`src/inc/emc_pkg.sv`:
```
// Shared constants and types for the emulation mode control block
package emc_pkg;
	// Core timing: one machine cycle is six states of two clocks each
	localparam int unsigned CLK_HZ          = 50000000;
	localparam int unsigned STATES_PER_MC   = 6;
	localparam int unsigned CLKS_PER_STATE  = 2;
	localparam logic [2:0]  STATE_S1        = 3'h0;
	localparam logic [2:0]  STATE_S2        = 3'h1;
	localparam logic [2:0]  STATE_S4        = 3'h3;
	localparam logic [2:0]  STATE_LAST      = 3'(STATES_PER_MC - 1);
	localparam logic        PHASE_LAST      = 1'(CLKS_PER_STATE - 1);
	// States spent fetching the ignored NOP byte after exit
	localparam logic [2:0]  EXIT_STATES     = 3'h4;
	// Opcode forced into the instruction register on exit
	localparam logic [7:0]  OPC_NOP         = 8'h00;
	// Select levels
	localparam logic        SEL_PROGRAM     = 1'b0;
	localparam logic        SEL_DATA        = 1'b1;
	localparam logic        TYPE_ADVANCED   = 1'b1;

	typedef enum logic [1:0] {
		EMC_RUN,
		EMC_ENTER,
		EMC_HALT,
		EMC_EXIT
	} emc_state_t;

	// Core timing indications
	typedef struct packed {
		logic [2:0] state_idx;
		logic       phase;
		logic       state_end;
		logic       s1_end;
	} emc_timing_t;

	// Emulator access request decoded from pins
	typedef struct packed {
		logic       internal_space;
		logic       wr;
		logic       rd;
	} emc_access_t;

	// Pin drive for the normal read/write control pins and ports
	typedef struct packed {
		logic       ctl_pullup_only;
		logic       low_port_float;
		logic       high_port_hiz;
	} emc_pindrv_t;

	function automatic logic emc_is_state_end(input logic ph);
		return ph == PHASE_LAST;
	endfunction : emc_is_state_end
endpackage : emc_pkg

```
`src/logic/emc_state_timer.sv`:
```
// Machine cycle state and phase counter of the core
module emc_state_timer
	import emc_pkg::*;
(
	// Clock and control
	input  wire logic        i_sys_clk,
	input  wire logic        i_srst,
	input  wire logic        i_ce,
	input  wire logic        i_freeze,
	// Timing out
	output emc_timing_t      o_timing
);
	logic [2:0] state_r;
	logic [2:0] state_nxt;
	logic       phase_r;
	wire        run     = i_ce & ~i_freeze;
	wire        st_end  = emc_is_state_end(phase_r);

	assign state_nxt = (state_r == STATE_LAST) ? STATE_S1 : 3'(state_r + 3'h1);
	assign o_timing.state_idx = state_r;
	assign o_timing.phase     = phase_r;
	assign o_timing.state_end = run & st_end;
	assign o_timing.s1_end    = run & st_end & (state_r == STATE_S1);

	always_ff @(posedge i_sys_clk) begin
		if (i_srst) begin
			state_r <= STATE_S1;
			phase_r <= 1'b0;
		end else if (run) begin
			phase_r <= st_end ? 1'b0 : 1'b1;
			if (st_end)
				state_r <= state_nxt;
		end
	end
endmodule : emc_state_timer

```
`src/logic/emc_access_decode.sv`:
```
// Decodes the address-space select and emulator strobes into access and pin drive
module emc_access_decode
	import emc_pkg::*;
(
	// Mode inputs
	input  wire logic        i_emu,
	input  wire logic        i_standard,
	input  wire logic        i_port_float_control,
	// Select pin level and drive enable, before the pull is applied
	input  wire logic        i_sel_in,
	input  wire logic        i_sel_in_oe,
	input  wire logic        i_write_n,
	input  wire logic        i_read_n,
	// Decoded
	output emc_access_t      o_access,
	output emc_pindrv_t      o_pindrv
);
	// Undriven select defaults low through the internal resistor
	wire sel_level = i_sel_in_oe & i_sel_in;

	assign o_access.internal_space = i_emu & ~sel_level;
	assign o_access.wr             = i_emu & ~sel_level & ~i_write_n;
	assign o_access.rd             = i_emu & ~sel_level & ~i_read_n;
	assign o_pindrv.ctl_pullup_only = i_emu & sel_level;
	assign o_pindrv.low_port_float  = i_emu & sel_level & i_standard;
	assign o_pindrv.high_port_hiz   = i_emu & sel_level & i_standard
		& i_port_float_control;
endmodule : emc_access_decode

```
`src/logic/emc_top.sv`:
```
// Emulation mode entry, exit and address-space select control
// Overview of operation
// - Normal mode: select low program, high data
// - Select low: internal space, emulator strobes
// - Select high: external memory, control pins pulled
// - Standard type: low port floats, high port per control bit
// - Undriven select reads as low
// - Request high freezes clock; defaults low
// - Emulator reads and writes registers, RAM, memory
// - Request low releases clock, resumes mode
// - Active rises at end of next S1
// - Exit loads NOP into instruction register
// - Nine states later active falls at the second S4
// - Pulse once per machine cycle at S1
// - Type input high selects advanced at power-on
// - Type changes only at reset, never while running
module emc_top
	import emc_pkg::*;
(
	// Clock, reset, enable
	input  wire logic        i_sys_clk,
	input  wire logic        i_srst,
	input  wire logic        i_ce,
	// Straps and emulator control
	input  wire logic        i_type_select_n,
	input  wire logic        i_emulation_request,
	input  wire logic        i_emulation_write_n,
	input  wire logic        i_emulation_read_n,
	input  wire logic        i_port_float_control,
	// Address-space select, two-way pin
	input  wire logic        i_address_space_select,
	input  wire logic        i_address_space_select_oe,
	output logic             o_address_space_select,
	output logic             o_address_space_select_oe,
	// Core access indication in normal mode
	input  wire logic        i_core_data_access,
	input  wire logic        i_core_mem_access,
	// Core side
	input  wire logic [7:0]  i_core_ir,
	output logic [7:0]       o_instruction_register,
	output logic             o_ir_load,
	output logic             o_core_freeze,
	output logic             o_standard_type,
	// Emulator-facing outputs
	output logic             o_emulation_active,
	output logic             o_s1_phase_clock,
	// Emulator access and pin drive
	output emc_access_t      o_access,
	output emc_pindrv_t      o_pindrv
);
	emc_state_t   state_r;
	emc_state_t   state_nxt;
	emc_timing_t  timing;
	emc_access_t  access_w;
	emc_pindrv_t  pindrv_w;
	logic         req_sync_r;
	logic         req_meta_r;
	logic         type_done_r;
	logic         standard_r;
	logic         active_r;
	logic         freeze_r;
	logic [2:0]   exit_cnt_r;
	logic [7:0]   ir_r;
	logic         ir_load_r;
	logic         sel_out_r;
	logic         sel_oe_r;
	logic         s1_r;

	// Core timing stops while frozen; oscillator keeps running
	emc_state_timer u_timer (
		.i_sys_clk (i_sys_clk),
		.i_srst    (i_srst),
		.i_ce      (i_ce),
		.i_freeze  (freeze_r),
		.o_timing  (timing)
	);

	emc_access_decode u_decode (
		.i_emu                (active_r),
		.i_standard           (standard_r),
		.i_port_float_control (i_port_float_control),
		.i_sel_in             (i_address_space_select),
		.i_sel_in_oe          (i_address_space_select_oe),
		.i_write_n            (i_emulation_write_n),
		.i_read_n             (i_emulation_read_n),
		.o_access             (access_w),
		.o_pindrv             (pindrv_w)
	);

	// Request defaults low: the pull-down is modelled by the bench driving 0
	wire req_high   = req_sync_r;
	// Entry needs the request still high, else a late drop would freeze with no way out
	wire enter_now  = (state_r == EMC_ENTER) & req_high & timing.s1_end;
	wire exit_start = (state_r == EMC_HALT) & ~req_high;
	wire exit_done  = (state_r == EMC_EXIT) & timing.state_end
		& (timing.state_idx == STATE_S4) & (exit_cnt_r >= EXIT_STATES - 3'h1);
	wire exit_step  = (state_r == EMC_EXIT) & timing.state_end;
	wire sel_drive  = ~active_r;
	wire sel_value  = i_core_data_access ? SEL_DATA : SEL_PROGRAM;

	always_comb begin
		state_nxt = state_r;
		unique case (state_r)
			EMC_RUN: begin
				if (req_high)
					state_nxt = EMC_ENTER;
			end
			EMC_ENTER: begin
				if (!req_high)
					state_nxt = EMC_RUN;
				else if (enter_now)
					state_nxt = EMC_HALT;
			end
			EMC_HALT: begin
				if (exit_start)
					state_nxt = EMC_EXIT;
			end
			EMC_EXIT: begin
				if (exit_done)
					state_nxt = EMC_RUN;
			end
		endcase
	end

	// Two-stage synchroniser for the asynchronous request
	always_ff @(posedge i_sys_clk) begin
		if (i_srst) begin
			req_meta_r <= 1'b0;
			req_sync_r <= 1'b0;
		end else if (i_ce) begin
			req_meta_r <= i_emulation_request;
			req_sync_r <= req_meta_r;
		end
	end

	// Type is latched once after reset release and held until the next reset
	always_ff @(posedge i_sys_clk) begin
		if (i_srst) begin
			type_done_r <= 1'b0;
			standard_r  <= 1'b0;
		end else if (i_ce && !type_done_r) begin
			type_done_r <= 1'b1;
			standard_r  <= (i_type_select_n != TYPE_ADVANCED);
		end
	end

	always_ff @(posedge i_sys_clk) begin
		if (i_srst)
			state_r <= EMC_RUN;
		else if (i_ce)
			state_r <= state_nxt;
	end

	// Active rises with the freeze and falls after the exit NOP completes
	always_ff @(posedge i_sys_clk) begin
		if (i_srst) begin
			active_r <= 1'b0;
			freeze_r <= 1'b0;
		end else if (i_ce) begin
			if (enter_now) begin
				active_r <= 1'b1;
				freeze_r <= 1'b1;
			end else if (exit_start) begin
				freeze_r <= 1'b0;
			end else if (exit_done) begin
				active_r <= 1'b0;
			end
		end
	end

	always_ff @(posedge i_sys_clk) begin
		if (i_srst)
			exit_cnt_r <= 3'h0;
		else if (i_ce) begin
			if (exit_start)
				exit_cnt_r <= 3'h0;
			else if (exit_step && exit_cnt_r < EXIT_STATES)
				exit_cnt_r <= 3'(exit_cnt_r + 3'h1);
		end
	end

	// Stale opcode is replaced so a modified PC cannot run leftover code
	always_ff @(posedge i_sys_clk) begin
		if (i_srst) begin
			ir_r      <= OPC_NOP;
			ir_load_r <= 1'b0;
		end else if (i_ce) begin
			ir_load_r <= exit_start;
			ir_r      <= exit_start ? OPC_NOP : i_core_ir;
		end
	end

	// Select pin: driven only in normal mode, released to the emulator otherwise
	always_ff @(posedge i_sys_clk) begin
		if (i_srst) begin
			sel_out_r <= SEL_PROGRAM;
			sel_oe_r  <= 1'b0;
		end else if (i_ce) begin
			sel_oe_r  <= sel_drive & i_core_mem_access;
			sel_out_r <= sel_value;
		end
	end

	// One pulse per machine cycle, frozen with the core
	always_ff @(posedge i_sys_clk) begin
		if (i_srst)
			s1_r <= 1'b0;
		else if (i_ce)
			s1_r <= timing.s1_end;
	end

	// Register the decoded access so outputs come from flops
	always_ff @(posedge i_sys_clk) begin
		if (i_srst) begin
			o_access <= '0;
			o_pindrv <= '0;
		end else if (i_ce) begin
			o_access <= access_w;
			o_pindrv <= pindrv_w;
		end
	end

	assign o_instruction_register   = ir_r;
	assign o_ir_load                = ir_load_r;
	assign o_core_freeze            = freeze_r;
	assign o_standard_type          = standard_r;
	assign o_emulation_active       = active_r;
	assign o_s1_phase_clock         = s1_r;
	assign o_address_space_select    = sel_out_r;
	assign o_address_space_select_oe = sel_oe_r;
endmodule : emc_top

```
`config.mk`:
```
export PLATFORM = sky130hd
export DESIGN_NAME = emc_top
export DESIGN_NICKNAME = d
export VERILOG_FILES = /design/src/inc/emc_pkg.sv /design/src/logic/emc_state_timer.sv /design/src/logic/emc_access_decode.sv /design/src/logic/emc_top.sv
export SDC_FILE = /design/constraint.sdc
export NUM_CORES = 1
export LEC_CHECK = 0
export ABC_AREA = 1
export BUFFER_PORTS_ARGS = -buffer_cell sky130_fd_sc_hd__buf_2
export CORE_MARGIN = 2
export CORE_UTILIZATION = 50
export CTS_CLUSTER_SIZE = 28
export DETAILED_ROUTE_END_ITERATION = 8
export PLACE_DENSITY = 0.86
export SLEW_MARGIN = 20
export SYNTH_ARGS = -nofsm -noshare
export SYNTH_HDL_FRONTEND = slang
export SYNTH_HIERARCHICAL = 1
export SYNTH_SLANG_ARGS = --single-unit
export TNS_END_PERCENT = 100
```
`constraint.sdc`:
```
create_clock -name i_sys_clk -period 2.2 [get_ports i_sys_clk]
set_input_delay 0.11 -clock i_sys_clk [delete_from_list [all_inputs] [get_ports i_sys_clk]]
set_output_delay 0.11 -clock i_sys_clk [all_outputs]
set_load 0.05 [all_outputs]
```
==> impl_metrics.env <==
export IMPL_fin_crit_sh_pct=65.8
export IMPL_grt_pass1_wl_microns=5200
export IMPL_clk_pin_slew_ns=0.10
export IMPL_avgSynthCellArea_sq_um=7.09
export IMPL_cp_common_cell="nand3_1"
export IMPL_wl_per_cell_microns=10.7
export IMPL_fmax_ghz=0.690
export IMPL_synth_area_sq_mm=0.00140
export IMPL_clock_latency_ns=0.34
export IMPL_rsz0062_at_grt="no"
export IMPL_leakagePower_nw=0.905
export IMPL_cp_start_kind="flip-flop"
export IMPL_fin_crit_ns=1.45
export IMPL_cts_hold_buf=7
export IMPL_worst_pin_slew_ns=0.421
export IMPL_synthCells=197
export IMPL_cts_tree="yes"
export IMPL_yosysWarningCount=6
export IMPL_max_stage_delay_ns=0.37
export IMPL_cp_data_required_time_ns=2.43
export IMPL_drt_vias_per_instance=4.87
export IMPL_drv_slew=0
export IMPL_place_ws_ns=0.615
export IMPL_cts_buffers=5
export IMPL_firstDrtPassIters=4
export IMPL_final_util_pct=66.3
export IMPL_status="completed"
export IMPL_critPathSlowestCell="dfxtp_1"
export IMPL_die_h_microns=56.9
export IMPL_postCtsSetupBuffers=0
export IMPL_worst_setup_path_end_kind="flip-flop"
export IMPL_htree_levels=2
export IMPL_path_buf_inv=0
export IMPL_routed_wl_microns=2980
export IMPL_critPathTopFamily="simple AND/OR/NAND/NOR gates"
export IMPL_dieArea_sq_mm=0.00323
export IMPL_path_max_fanout=4
export IMPL_post_cts_resized=0
export IMPL_layout_setup_ws_ns=0.751
export IMPL_initial_core_util_pct=51.6
export IMPL_cts_sinks=33
export IMPL_drc=0
export IMPL_n_antenna_cell=0
export IMPL_cp_arrival_ns=1.68
export IMPL_antenna_left=0
export IMPL_tns_ns=0
export IMPL_drive_gt1_share_pct=22.6
export IMPL_slew_headroom_pct=71.9
export IMPL_overflow=0
export IMPL_grtUsageTotal_pct=21.1
export IMPL_hold_violations=0
export IMPL_dpl_hpwl_microns=2030
export IMPL_grt_start_max_net_pins=20
export IMPL_cts_root_buf="clkbuf_4"
export IMPL_vias=1359
export IMPL_fp_dieW_microns=56.9
export IMPL_finClkSkew_ns=0.00540
export IMPL_io_pins=41
export IMPL_nets=269
export IMPL_core_sq_mm=0.00271
export IMPL_power_density_mw_per_mm2=782
export IMPL_antenna_found_initial=0
export IMPL_area_growth_syn_to_layout_pct=28.5
export IMPL_fillCellCount=247
export IMPL_cp_cell_sequence="nor2_4, nand3_1, nor3_2, nor3_1, nor2_1, nand3_1, nor3b_2"
export IMPL_setup_violations=0
export IMPL_grt_pass1_vias=1225
export IMPL_syn_nets=219
export IMPL_hold_class="in -> reg"
export IMPL_max_clock_path_buffers=2
export IMPL_rows=19
export IMPL_drv_cap=0
export IMPL_portBuffers=40
export IMPL_report_power_total_mw=1.40
export IMPL_crit_type="reg -> reg"
export IMPL_irDropWorstVdd_uv=819
export IMPL_initialDrtViolationCount=33
export IMPL_place_congestion=0.757
==> worst paths after layout <==
path         slack [ns]  depth (start not counted)                         to                 startpoint
max                0.75                          7                 state_r[0]              o_core_freeze
min               0.007                          3  o_instruction_register[4]               i_core_ir[4]
max reg2reg        0.75                          7                 state_r[0]              o_core_freeze
min reg2reg        0.47                          2  o_instruction_register[7]  o_instruction_register[7]
==> per-layer routing <==
metal | part of all wire [%] | wire, microns | vias up | global-route usage [%]
li1 | - | - | 722 | -
met1 | 44 | 1300 | 598 | 24.4
met2 | 49 | 1450 | 32 | 34.7
met3 | 5.6 | 166 | 7 | 5.76
met4 | 2.3 | 67 | 0 | 12.6
met5 | 0 | 0 | - | 0
==> report_power, final <==
part / switching, mW / total (mW) / leakage (nW) / internal [mW]
logic: 0.140 / 0.200 / 0.579 / 0.0601
registers: 0.0193 / 0.646 / 0.271 / 0.626
clock network: 0.207 / 0.559 / 0.0552 / 0.352
==> layout make-up <==
cell class / count / area, sq um / area share, %
inverter: 25 / 93.8 / 5.23
clock buffer: 5 / 37.5 / 2.09
sequential: 33 / 661 / 36.8
multi-input combinational: 134 / 622 / 34.6
clock inverter: 3 / 65.1 / 3.62
tap: 31 / 38.8 / 2.16
timing repair buffer: 48 / 278 / 15.5
==> registers in the layout, indices dropped and copies added, names as in the netlist, named ones only <==
signal / cells
exit_cnt_r: 3
o_access: 3
o_address_space_select: 1
o_address_space_select_oe: 1
o_core_freeze: 1
o_emulation_active: 1
o_instruction_register: 8
o_ir_load: 1
o_pindrv: 3
o_s1_phase_clock: 1
o_standard_type: 1
req_high: 1
req_meta_r: 1
state_r: 1
type_done_r: 1
u_timer/phase_r: 1
u_timer/state_r: 3
==> worst reg2reg max path: stages, from the launching register on <==
cell and delay, ns:
dfxtp_1 0.37, nor2_4 0.14, nand3_1 0.11, nor3_2 0.20, nor3_1 0.09, nor2_1 0.13
nand3_1 0.12, nor3b_2 0.17
==> cell usage in the layout, fill, tap and decap left out <==
cell type / instances
nor2_1: 43
nor2_4: 1
clkinv_2: 1
nand3_1: 9
bufinv_16: 2
inv_1: 23
clkinv_1: 1
o211a_1: 1
nor3_1: 1
nand4_1: 2
o21ai_0: 16
inv_2: 1
nor3b_2: 1
nand2_1: 38
nand2_2: 1
dfxtp_1: 33
ha_1: 2
buf_4: 1
a21oi_1: 16
nor3_2: 2
buf_2: 40
clkbuf_4: 5
dlygate4sd3_1: 7
nand3_2: 1
==> stage by stage <==
step / hold slack (ns) / std cells / area [sq um]
global route: 0.00519 / 279 / 1800
CTS: 0.000702 / 279 / 1800
floorplan: 0.179 / 197 / 1400
global placement: 0.292 / 264 / 1620
detailed placement: 0.294 / 264 / 1620
finish: 0.00678 / 279 / 1800
No activity file was read; power rests on OpenSTA's default activity.
